**src/hw/ctm_defines.svh**
```systemverilog
// Register map, field positions, reset values and timing for the timer
`ifndef CTM_DEFINES_SVH
`define CTM_DEFINES_SVH

// ==========================================================
// Register byte addresses
`define CTM_ADDR_CTRL0     12'h000
`define CTM_ADDR_CTRL1     12'h004
`define CTM_ADDR_CNT_LO    12'h008
`define CTM_ADDR_CNT_HI    12'h00c
`define CTM_ADDR_CMPA_LO   12'h010
`define CTM_ADDR_CMPA_HI   12'h014
`define CTM_ADDR_FLAGS     12'h018

// ==========================================================
// Control 0 fields
`define CTM_C0_ON_BIT      3
`define CTM_C0_PERIOD_MSB  2
`define CTM_C0_PERIOD_LSB  0
`define CTM_C0_RESET       8'h00

// ==========================================================
// Control 1 fields
`define CTM_C1_MODE_MSB    7
`define CTM_C1_MODE_LSB    6
`define CTM_C1_PIN_MSB     5
`define CTM_C1_PIN_LSB     4
`define CTM_C1_INIT_BIT    3
`define CTM_C1_INV_BIT     2
`define CTM_C1_SWAP_BIT    1
`define CTM_C1_CLR_BIT     0
`define CTM_C1_RESET       8'h00

// ==========================================================
// Flag register fields
`define CTM_FL_A_BIT       0
`define CTM_FL_P_BIT       1

// ==========================================================
// Timing
`define CTM_CLK_HZ         10000000
`define CTM_P_STEP         128
`define CTM_CNT_MAX        10'h3ff

`endif

```
**src/hw/ctm_pkg.sv**
```systemverilog
// Types shared by the timer files
package ctm_pkg;
    typedef enum logic [1:0] {
        CTM_MODE_CMP   = 2'b00,
        CTM_MODE_UNDEF = 2'b01,
        CTM_MODE_PWM   = 2'b10,
        CTM_MODE_TMR   = 2'b11
    } ctm_mode_e;

    typedef enum logic [1:0] {
        CTM_PIN_HOLD = 2'b00,
        CTM_PIN_LOW  = 2'b01,
        CTM_PIN_HIGH = 2'b10,
        CTM_PIN_TOG  = 2'b11
    } ctm_pin_e;
endpackage

```
**src/hw/ctm_pin_ctrl.sv**
```systemverilog
// Output pin state logic for compare and PWM modes
`timescale 1ns/1ps
`include "ctm_defines.svh"
module ctm_pin_ctrl (
    input  wire logic       pclk,
    input  wire logic       presetn,
    input  wire logic [1:0] mode,
    input  wire logic [1:0] pin_func,
    input  wire logic       init_level,
    input  wire logic       invert,
    input  wire logic       on_rise,
    input  wire logic       running,
    input  wire logic       a_match,
    input  wire logic       period_clear,
    input  wire logic       duty_match,
    output logic            pin_out
);
    logic cmp_reg;
    logic pwm_reg;
    logic pin_int;

    // ==========================================================
    // Compare mode level
    always_ff @(posedge pclk or negedge presetn) begin
        if (!presetn) begin
            cmp_reg <= 1'b0;
        end else if (on_rise) begin
            cmp_reg <= init_level;
        end else if (running && a_match &&
                     mode == ctm_pkg::CTM_MODE_CMP) begin
            case (pin_func)
                ctm_pkg::CTM_PIN_LOW:  cmp_reg <= 1'b0;
                ctm_pkg::CTM_PIN_HIGH: cmp_reg <= 1'b1;
                ctm_pkg::CTM_PIN_TOG:  cmp_reg <= ~cmp_reg;
                default:               cmp_reg <= cmp_reg;
            endcase
        end
    end

    // ==========================================================
    // PWM phase, one while active
    always_ff @(posedge pclk or negedge presetn) begin
        if (!presetn) begin
            pwm_reg <= 1'b0;
        end else if (on_rise || (running && period_clear)) begin
            pwm_reg <= 1'b1;
        end else if (running && duty_match) begin
            pwm_reg <= 1'b0;
        end
    end

    // ==========================================================
    // Pin level before inversion
    always_comb begin
        pin_int = 1'b0;
        case (mode)
            ctm_pkg::CTM_MODE_CMP: pin_int = cmp_reg;
            ctm_pkg::CTM_MODE_PWM: begin
                case (pin_func)
                    2'b00:   pin_int = ~init_level;
                    2'b01:   pin_int = init_level;
                    2'b10:   pin_int = pwm_reg ? init_level : ~init_level;
                    default: pin_int = ~init_level;
                endcase
            end
            default: pin_int = 1'b0;
        endcase
    end

    // ==========================================================
    // Registered output
    always_ff @(posedge pclk or negedge presetn) begin
        if (!presetn) begin
            pin_out <= 1'b0;
        end else if (mode == ctm_pkg::CTM_MODE_TMR) begin
            pin_out <= 1'b0;
        end else begin
            pin_out <= pin_int ^ invert;
        end
    end
endmodule

```
**src/hw/ctm_timer.sv**
```systemverilog
// Compact 10-bit timer with APB register access
`timescale 1ns/1ps
`include "ctm_defines.svh"
module ctm_timer #(
    parameter int CNT_W = 10
) (
    input  wire logic        pclk,
    input  wire logic        presetn,
    input  wire logic        psel,
    input  wire logic        penable,
    input  wire logic        pwrite,
    input  wire logic [11:0] paddr,
    input  wire logic [31:0] pwdata,
    input  wire logic [3:0]  pstrb,
    output logic [31:0]      prdata,
    output logic             pready,
    output logic             pslverr,
    input  wire logic        count_tick,
    output logic             timer_output_pin,
    output logic             compare_a_flag,
    output logic             compare_p_flag
);
    // Field layout and comparators are fixed at ten bits
    if (CNT_W != 10) begin : g_bad_width
        $error("ctm_timer supports only a 10-bit counter");
    end

    logic [7:0]  ctrl0_reg;
    logic [7:0]  ctrl1_reg;
    logic [9:0]  cnt_reg;
    logic [9:0]  cmpa_reg;
    logic [7:0]  buf_reg;
    logic        on_d_reg;
    logic        fa_reg;
    logic        fp_reg;
    logic [31:0] prdata_reg;

    logic        wr_en;
    logic        rd_en;
    logic        addr_ok;
    logic        on_bit;
    logic        on_rise;
    logic [2:0]  period_field;
    logic [1:0]  mode;
    logic        swap;
    logic        clr_sel;
    logic        a_match;
    logic        p_match;
    logic        overflow;
    logic        cnt_clear;
    logic        period_clear;
    logic        duty_match;
    logic        step;
    logic [9:0]  cnt_next;

    // ==========================================================
    // Helpers
    // Hit on the count before f*128, so the period is f*128 ticks
    function automatic logic p_hit(input logic [2:0] f,
                                   input logic [9:0] c);
        p_hit = (f != 3'h0) && (c[9:7] == f - 3'h1) && (c[6:0] == 7'h7f);
    endfunction

    function automatic logic [7:0] lane0(input logic [31:0] d,
                                         input logic [7:0]  old,
                                         input logic        en);
        lane0 = en ? d[7:0] : old;
    endfunction

    // ==========================================================
    // APB decode, zero wait
    assign pready  = 1'b1;
    assign wr_en   = psel && penable && pwrite;
    assign rd_en   = psel && penable && !pwrite;
    always_comb begin
        case (paddr)
            `CTM_ADDR_CTRL0, `CTM_ADDR_CTRL1, `CTM_ADDR_CNT_LO,
            `CTM_ADDR_CNT_HI, `CTM_ADDR_CMPA_LO, `CTM_ADDR_CMPA_HI,
            `CTM_ADDR_FLAGS: addr_ok = 1'b1;
            default:         addr_ok = 1'b0;
        endcase
    end
    assign pslverr = psel && penable && !addr_ok;
    assign prdata  = prdata_reg;

    // ==========================================================
    // Field views
    assign on_bit       = ctrl0_reg[`CTM_C0_ON_BIT];
    assign period_field = ctrl0_reg[`CTM_C0_PERIOD_MSB:`CTM_C0_PERIOD_LSB];
    assign mode         = ctrl1_reg[`CTM_C1_MODE_MSB:`CTM_C1_MODE_LSB];
    assign swap         = ctrl1_reg[`CTM_C1_SWAP_BIT];
    assign clr_sel      = ctrl1_reg[`CTM_C1_CLR_BIT];
    assign on_rise      = on_bit && !on_d_reg;
    assign step         = on_bit && count_tick;

    // ==========================================================
    // Comparators
    // Period compare bits 9..7
    assign p_match  = step && p_hit(period_field, cnt_reg);
    // A match as the count would reach the value: period and duty exact
    assign a_match  = step && (cmpa_reg != 10'h000) &&
                      (cnt_reg + 10'h001 == cmpa_reg);
    assign overflow = step && (cnt_reg == `CTM_CNT_MAX);
    assign period_clear = swap ? (a_match || overflow)
                               : (period_field == 3'h0 ? overflow : p_match);
    assign duty_match   = swap ? p_match : a_match;

    always_comb begin
        if (mode == ctm_pkg::CTM_MODE_PWM) begin
            cnt_clear = period_clear;
        end else if (clr_sel) begin
            cnt_clear = a_match || overflow;
        end else begin
            cnt_clear = (period_field == 3'h0) ? overflow : p_match;
        end
    end

    // ==========================================================
    // Counter
    // Up count on tick
    assign cnt_next = cnt_clear ? 10'h000 : cnt_reg + 10'h001;
    always_ff @(posedge pclk or negedge presetn) begin
        if (!presetn) begin
            cnt_reg <= 10'h000;
        end else if (on_rise) begin
            cnt_reg <= 10'h000;
        end else if (step) begin
            cnt_reg <= cnt_next;
        end
    end

    always_ff @(posedge pclk or negedge presetn) begin
        if (!presetn) begin
            on_d_reg <= 1'b0;
        end else begin
            on_d_reg <= on_bit;
        end
    end

    // ==========================================================
    // Match flags, set wins over clear
    always_ff @(posedge pclk or negedge presetn) begin
        if (!presetn) begin
            fa_reg <= 1'b0;
            fp_reg <= 1'b0;
        end else begin
            if (a_match) begin
                fa_reg <= 1'b1;
            end else if (wr_en && paddr == `CTM_ADDR_FLAGS &&
                         pstrb[0] && pwdata[`CTM_FL_A_BIT]) begin
                fa_reg <= 1'b0;
            end
            // No P flag when A clears, outside PWM mode
            if (p_match && (!clr_sel || mode == ctm_pkg::CTM_MODE_PWM)) begin
                fp_reg <= 1'b1;
            end else if (wr_en && paddr == `CTM_ADDR_FLAGS &&
                         pstrb[0] && pwdata[`CTM_FL_P_BIT]) begin
                fp_reg <= 1'b0;
            end
        end
    end
    assign compare_a_flag = fa_reg;
    assign compare_p_flag = fp_reg;

    // ==========================================================
    // Control registers
    always_ff @(posedge pclk or negedge presetn) begin
        if (!presetn) begin
            ctrl0_reg <= `CTM_C0_RESET;
            ctrl1_reg <= `CTM_C1_RESET;
        end else if (wr_en) begin
            // Mode and pin changes while running are software's risk
            if (paddr == `CTM_ADDR_CTRL0) begin
                ctrl0_reg <= lane0(pwdata, ctrl0_reg, pstrb[0]);
            end
            if (paddr == `CTM_ADDR_CTRL1) begin
                ctrl1_reg <= lane0(pwdata, ctrl1_reg, pstrb[0]);
            end
        end
    end

    // ==========================================================
    // Compare A pair and shared low-byte buffer
    // Compare A storage
    always_ff @(posedge pclk or negedge presetn) begin
        if (!presetn) begin
            cmpa_reg <= 10'h000;
            buf_reg  <= 8'h00;
        end else if (wr_en && pstrb[0]) begin
            if (paddr == `CTM_ADDR_CMPA_LO) begin
                buf_reg <= pwdata[7:0];
            end else if (paddr == `CTM_ADDR_CMPA_HI) begin
                cmpa_reg <= {pwdata[1:0], buf_reg};
            end
        end else if (rd_en) begin
            if (paddr == `CTM_ADDR_CNT_HI) begin
                buf_reg <= cnt_reg[7:0];
            end else if (paddr == `CTM_ADDR_CMPA_HI) begin
                buf_reg <= cmpa_reg[7:0];
            end
        end
    end

    // ==========================================================
    // Read data, captured in the setup cycle
    // Register read view
    always_ff @(posedge pclk or negedge presetn) begin
        if (!presetn) begin
            prdata_reg <= 32'h00000000;
        end else if (psel && !penable && !pwrite) begin
            case (paddr)
                `CTM_ADDR_CTRL0:   prdata_reg <= {24'h000000, ctrl0_reg};
                `CTM_ADDR_CTRL1:   prdata_reg <= {24'h000000, ctrl1_reg};
                `CTM_ADDR_CNT_LO,
                `CTM_ADDR_CMPA_LO: prdata_reg <= {24'h000000, buf_reg};
                `CTM_ADDR_CNT_HI:  prdata_reg <= {30'h0, cnt_reg[9:8]};
                `CTM_ADDR_CMPA_HI: prdata_reg <= {30'h0, cmpa_reg[9:8]};
                `CTM_ADDR_FLAGS:   prdata_reg <= {30'h0, fp_reg, fa_reg};
                default:           prdata_reg <= 32'h00000000;
            endcase
        end
    end

    // ==========================================================
    // Pin logic
    ctm_pin_ctrl u_pin (
        .pclk         (pclk),
        .presetn      (presetn),
        .mode         (mode),
        .pin_func     (ctrl1_reg[`CTM_C1_PIN_MSB:`CTM_C1_PIN_LSB]),
        .init_level   (ctrl1_reg[`CTM_C1_INIT_BIT]),
        .invert       (ctrl1_reg[`CTM_C1_INV_BIT]),
        .on_rise      (on_rise),
        .running      (on_bit),
        .a_match      (a_match),
        .period_clear (period_clear),
        .duty_match   (duty_match),
        .pin_out      (timer_output_pin)
    );
endmodule

```
**config.mk**
```make
export PLATFORM = sky130hd
export DESIGN_NAME = ctm_timer
export DESIGN_NICKNAME = d
export VERILOG_FILES = /design/src/hw/ctm_pkg.sv /design/src/hw/ctm_pin_ctrl.sv /design/src/hw/ctm_timer.sv
export VERILOG_INCLUDE_DIRS = /design/src /design/src/hw
export SDC_FILE = /design/constraint.sdc
export NUM_CORES = 1
export LEC_CHECK = 0
export BUFFER_PORTS_ARGS = -buffer_cell sky130_fd_sc_hd__buf_2
export CORE_MARGIN = 10
export CORE_UTILIZATION = 45
export DETAILED_ROUTE_END_ITERATION = 10
export HOLD_SLACK_MARGIN = 0.05
export PLACE_DENSITY = 0.73
export SETUP_SLACK_MARGIN = 0.2
export SYNTH_ARGS = -nofsm -noshare
export SYNTH_HDL_FRONTEND = slang
export SYNTH_SLANG_ARGS = --single-unit
```
**constraint.sdc**
```tcl
create_clock -name pclk -period 3.13 [get_ports pclk]
set_clock_uncertainty 0.2 [all_clocks]
set_input_delay 0.1565 -clock pclk [delete_from_list [all_inputs] [get_ports pclk]]
set_output_delay 0.1565 -clock pclk [all_outputs]
set_load 0.02 [all_outputs]
```
== Yosys cells after proc, flatten, opt, wreduce, memory -nomap -nowiden ==
Index checks and enable logic that the tools add are counted.

* Logic and storage cells: 114
* Output and inout bits: 37
* Bits in registers: 82
* Input bits: 54

* Reduce and logical (&&, ||, !) cells: 52
* Mux-type cells: 28
* Bitwise operators: 4
* Add/subtract/negate cells: 2
* Eq/ne operators: 16

{| class="wikitable"
|+ Operators with widths
! kind !! number
|-
| $pmux W8 S6 || 1
|-
| $mux W8 || 5
|-
| $eq A12 B5 Y1 const B || 3
|-
| $mux W10 || 3
|-
| $eq A12 B4 Y1 const B || 2
|-
| $logic_and A1 B1 Y1 || 24
|-
| $mux W1 || 16
|-
| $eq A12 B3 Y1 const B || 1
|-
| $logic_not A12 Y1 || 1
|-
| $reduce_and A3 Y1 || 4
|-
| $reduce_bool A2 Y1 || 6
|-
| $add A10 B1 Y10 const B || 1
|-
| $eq A10 B10 Y1 || 1
|-
| $eq A10 B10 Y1 const B || 1
|-
| $reduce_bool A10 Y1 || 1
|-
| $eq A2 B2 Y1 const B || 4
|-
| $eq A7 B7 Y1 const B || 1
|-
| $reduce_or A7 Y1 || 1
|-
| $reduce_bool A3 Y1 || 2
|-
| $logic_not A1 Y1 || 5
|-
| $pmux W1 S2 || 2
|-
| $reduce_bool A4 Y1 || 1
|-
| $eq A3 B3 Y1 || 1
|-
| $logic_not A3 Y1 || 1
|-
| 10 further kinds || 14
|}

== Longest topological paths before layout ==
* Depth in word-level cells: 11
* Depth in mapped cells: 9
* Depth with buffers taken out: 9

== Modules after synthesis ==
A second synthesis with hierarchy kept.

* Cell total of the unflattened synthesis: 427
* Area, all modules: 3957.5 um^2

{| class="wikitable"
|+ By module, submodules not included
! module !! sequential area each (um^2) !! instances !! cells an instance !! area each (um^2)
|-
| ctm_timer || 1376.3 || 1 || 398 || 3694.8
|-
| ctm_pin_ctrl || 75.1 || 1 || 29 || 262.8
|}

== Worst setup path before layout ==
Ideal clock, no wire load.

* Path kind: register to register
* From: register cnt_reg[1]
* To: register u_pin.cmp_reg
* Buffers on the path: 0
* Data arrival time: 2380 ps
* Required time: 2848 ps
* Library setup time: 82 ps
* Setup slack: 469 ps
* Cell stages (with the launch flop): 9
* Period minus slack after synthesis: 2661 ps
* Path through: dfrtp_1 ha_1 and3_1 nand3_1 or4b_1 nand3_1 nand4_2 or4_1 a31oi_1

* Longest elaborated chain between the ends: 7

{| class="wikitable"
|+ Ends and longest elaborated chain
! what !! RTL line !! text
|-
| start: declaration || ctm_timer.sv:30 || <nowiki>logic [9:0] cnt_reg;</nowiki>
|-
| start signal: assignment || ctm_timer.sv:128 || <nowiki>cnt_reg <= cnt_next;</nowiki>
|-
| $add A10 B1 Y10 || ctm_timer.sv:102 || <nowiki>(cnt_reg + 10'h001 == cmpa_reg);</nowiki>
|-
| $eq A10 B10 Y1 || ctm_timer.sv:102 ||
|-
| $logic_and A1 B1 Y1 || ctm_timer.sv:101 || <nowiki>assign a_match = step && (cmpa_reg != 10'h000) &&</nowiki>
|-
| $logic_and A1 B1 Y1 (2 in a row) || ctm_pin_ctrl.sv:29 || <nowiki>end else if (running && a_match &&</nowiki>
|-
| $reduce_bool A2 Y1 (no source line) || -- ||
|-
| $reduce_and A2 Y1 (no source line) || -- ||
|-
| end signal: assignment || ctm_pin_ctrl.sv:28 || <nowiki>cmp_reg <= init_level;</nowiki>
|-
| end signal: assignment || ctm_pin_ctrl.sv:34 || <nowiki>ctm_pkg::CTM_PIN_TOG: cmp_reg <= ~cmp_reg;</nowiki>
|-
| end signal: assignment || ctm_pin_ctrl.sv:35 || <nowiki>default: cmp_reg <= cmp_reg;</nowiki>
|-
| end: declaration || ctm_pin_ctrl.sv:18 || <nowiki>logic cmp_reg;</nowiki>
|}

Every way passes these cells.
A chain may end at the register's enable or synchronous reset.

== Worst setup path in the final report ==
* From: register cnt_reg[0]
* To: register u_pin.cmp_reg

The elaborated chain is that of the path after synthesis.

==> metrics.md <==
| Metric | Value |
|---|---|
| Grt ovf | 0 |
| Yosys reg bits | 58 |
| CP max stage cell | or4b_1 |
| WL per Instance | roughly 17 microns |
| Mapped cell area | approximately 3700 sq um |
| YS warnings | 0 |
| Clock-pin transition on the worst setup and hold timing paths | 0.07 ns |
| Starting Density | 46.8% |
| HP Class | in -> reg |
| Combinational fraction of design power | under 10% |
| Post-DP HPWL | between 6000 and 7000 microns |
| Initial antenna violation count | 0 |
| Post-synth top flop | dfrtp_1 |
| Cells on worst reg2reg path | 8 |
| CP Depth | 8 |
| Peak VDD IR | 218 uV |
| CP startpoint | cnt_reg[0] |
| DRT Pass-1 Iters | 5 |
| Drc violations | 0 |
| Via density | 5.68 |
| Clock network fraction of total power | between 40 and 50% |
| Final hold viol count | 0 |
| Setup CP Type | reg -> reg |
| Layout net count | 500 |
| Register area | about 1500 sq um |
| Slew Limit Fails | 0 |
| Top delay family on crit path | simple AND/OR/NAND/NOR gates |
| Layout cells sized above 1 | a little over a fifth |
| Status | complete, no violations |
| CP max stage delay | between 0.5 and 0.6 ns |
| Number of enable flip-flop cells after synthesis | 0 |
| Clk sinks | 58 |
| Vias in the first global route | just under 3000 |
| Register-to-register setup slack | around 0.3 ns |
| Num CTS Buffers | 9 |
| CP Capture Type | flop |
| Worst Tran Pin Value | ~1.1 ns |
| Gr usage total | 15.3% |
| Int Power | 1260 uW |
| Latest clock arrival within the worst-skew pair | between 0.3 and 0.4 ns |
| Via count | approximately 3100 |
| Die height | 110 microns |
| NetSw | ~430 uW |
| Fin area | 4240 sq um |
| Arr. time, crit path | between 2 and 3 ns |
| Clk buf depth | 2 |
| Port buffer count | 38 |
| Placer congestion estimate | 0.870 |
| Sum of negative setup slack | 0 ns |
| Final antenna-violating net count | 0 |
| TritonCTS clock tree | built |
| PD cells | 400 nW/um^2 |
| Multi-input logic area | between 1500 and 2000 sq um |
| Iter 0 DRT Violations | 191 |
| CTS Root Cell | clkbuf_8 |
| Buf+Inv Stages, Crit Path | 0 |
| Critical Path RT | 3.19 ns |
| Mean Syn Cell Area | 9.39 sq um |
| Crit-path max FO | 6 |
| Mapped Cells | roughly 400 |
| CP startpoint kind | flop |
| N_diodes | 0 |
| Die area | between 10000 and 15000 sq um |
| First-pass GRT wire length | ~15000 microns |
| Ys async rst share | 100% |
| Slew headroom | 26.4% |
| Most common cell on crit path | nand3_1 |
| Leak Pwr | between 0.002 and 0.0025 uW |
| Post-CTS Setup Repair Bufs | 0 |
| Die X | 110 microns |
| Setup crit end | u_pin.cmp_reg |
| Row cnt | 32 |
| Pin count of the biggest net entering global routing | 28 |
| Final min period | around 2.8 ns |
| Worst reg2reg endpoint | u_pin.cmp_reg |
| CTS H-tree lvls | 3 |
| Placed cell areas | ~3900 sq um |
| Achievable frequency | about 350 MHz |
| Max_cap viols | 0 |
| Final setup viols | 0 |
| Syn-to-layout area delta | 15.4% |
| CP Cell Sequence | ha_2 > and3_1 > nand3_1 > or4b_1 > nand3_1 > nand4_2 > or4_1 > a31oi_1 |
| Distinct cells, synth | 61 |
| Sw Ratio | between 20 and 30% |
| Core ar. | around 7800 sq um |
| R2r startpoint | cnt_reg[0] |
| Share of power burned in registers | between 40% and 50% |
| # fillers | roughly 710 |
| Sequential area share after synthesis | 39.5% |
| Tcrit/Tclk final | between 90% and 100% |
| Top-Level Pins | 91 |
| RSZ-0062 raised after global routing | true |
| Routed WL | ~9200 microns |
per-layer routing:
metal | wire length (microns) | vias to the layer above | GRT usage (%)
li1 | - | 1478 | -
met1 | 4050 | 1505 | 20.1
met2 | 4100 | 114 | 23.5
met3 | 892 | 10 | 4.41
met4 | 118 | 0 | 5.60
met5 | 0 | - | 0
worst min-delay path by stage:
stage,startpoint,end,slack [ns],cells after the start
2_1_floorplan,presetn,buf_reg[0],-0.34,0
3_3_place_gp,presetn,cnt_reg[0],-0.007,1
3_5_place_dp,presetn,cnt_reg[0],0.007,1
4_1_cts,paddr[2],prdata[0],0.06,3
5_1_grt,paddr[2],prdata[1],0.09,3
6_report,paddr[2],prdata[0],0.07,3
power groups by stage:
stage / Sequential, uW / Clock, uW / Combinational (uW)
2_1_floorplan: 799 / 0 / 83.2
3_3_place_gp: 782 / 0 / 134
3_5_place_dp: 783 / 0 / 135
4_1_cts: 768 / 794 / 147
5_1_grt: 770 / 838 / 163
6_report: 768 / 781 / 147
what timing repair did:
item                                   in CTS  in global routing
hold buffers                               12                  0
endpoints found under the hold margin      52                  0
setup endpoints to repair                   0                  8
resized for setup                           0                  2
cells by family (layout without fill, tap and decap cells):
family          after synthesis  in the layout  share of synthesized area [%]
simple gates                134            134                           19.2
compound gates               81             81                           15.8
buf+inv                      61             92                           9.27
flops                        58             58                           39.5
mux                          33             33                           9.71
xor+xnor                     16             16                           4.23
fa+ha+maj                     6              6                           2.04
other cells                   2             25                          0.205
worst register-to-register path: cells and delay by family (launching register included):
kind | cells | cell delay [ns]
AO/OA/AOI/OAI | 1 | 0.18
flip-flops | 1 | 0.36
adder cells (fa/ha/maj) | 1 | 0.25
AND/OR/NAND/NOR | 6 | 1.74
area by class of cell:
class / count / area share [%]
flip-flops and latches: 58 / 34.2
clock buffers: 9 / 2.92
multi-input cells: 295 / 46.7
clock inverters: 7 / 2.39
repair buffers: 62 / 9.45
well taps: 102 / 3.01
inverters: 14 / 1.24
Yosys cell counts (all sizes together), types with 2 or more instances:
cell | instances | area [sq um]
o21ai | 15 | 78.8
nand3b | 2 | 15.0
and2 | 3 | 18.8
buf | 35 | 243
o22ai | 2 | 12.5
inv | 14 | 52.6
a222oi | 6 | 60.1
nand4 | 12 | 81.3
o221ai | 4 | 35.0
nor4 | 4 | 25.0
nor2 | 25 | 93.8
xnor2 | 12 | 105
or3 | 3 | 18.8
mux2i | 12 | 120
or4 | 4 | 30.0
ha | 6 | 75.1
nand3 | 11 | 60.1
nor2b | 6 | 37.5
conb | 2 | 7.51
a211oi | 13 | 97.6
nor3b | 3 | 22.5
dfrtp | 58 | 1450
mux2 | 21 | 236
xor2 | 3 | 26.3
nand2 | 40 | 150
a21oi | 13 | 68.8
o31ai | 2 | 15.0
o211ai | 8 | 60.1
nor3 | 9 | 45.0
nand2b | 2 | 12.5
clkbuf | 12 | 45.0
a21o | 7 | 52.6
and3 | 4 | 26.3
placed cells by master, fill, tap and decap left out, drive strengths merged, types with 9 or more instances in the layout:
master / instances
o21ai: 15
buf: 50
nand2: 40
nand4: 12
mux2: 21
dlygate4sd3: 12
nand3: 11
clkbuf: 9
a211oi: 13
nor2: 25
inv: 16
xnor2: 12
nor3: 9
mux2i: 12
conb: 25
dfrtp: 58
a21oi: 13
stage by stage:
stage          power, uW  std cells  hold WS, ns  util (%)  setup slack [ns]
4_1_cts             1710        547       0.0617      53.9             0.289
3_5_place_dp         918        519      0.00677      49.5             0.304
3_3_place_gp         916        519     -0.00658      49.5             0.360
2_1_floorplan        882        414       -0.339         -             0.469
5_1_grt             1770        547       0.0888      54.0             0.139
6_report            1700        547       0.0653      54.0             0.301
No activity file was read; power rests on OpenSTA's default activity.
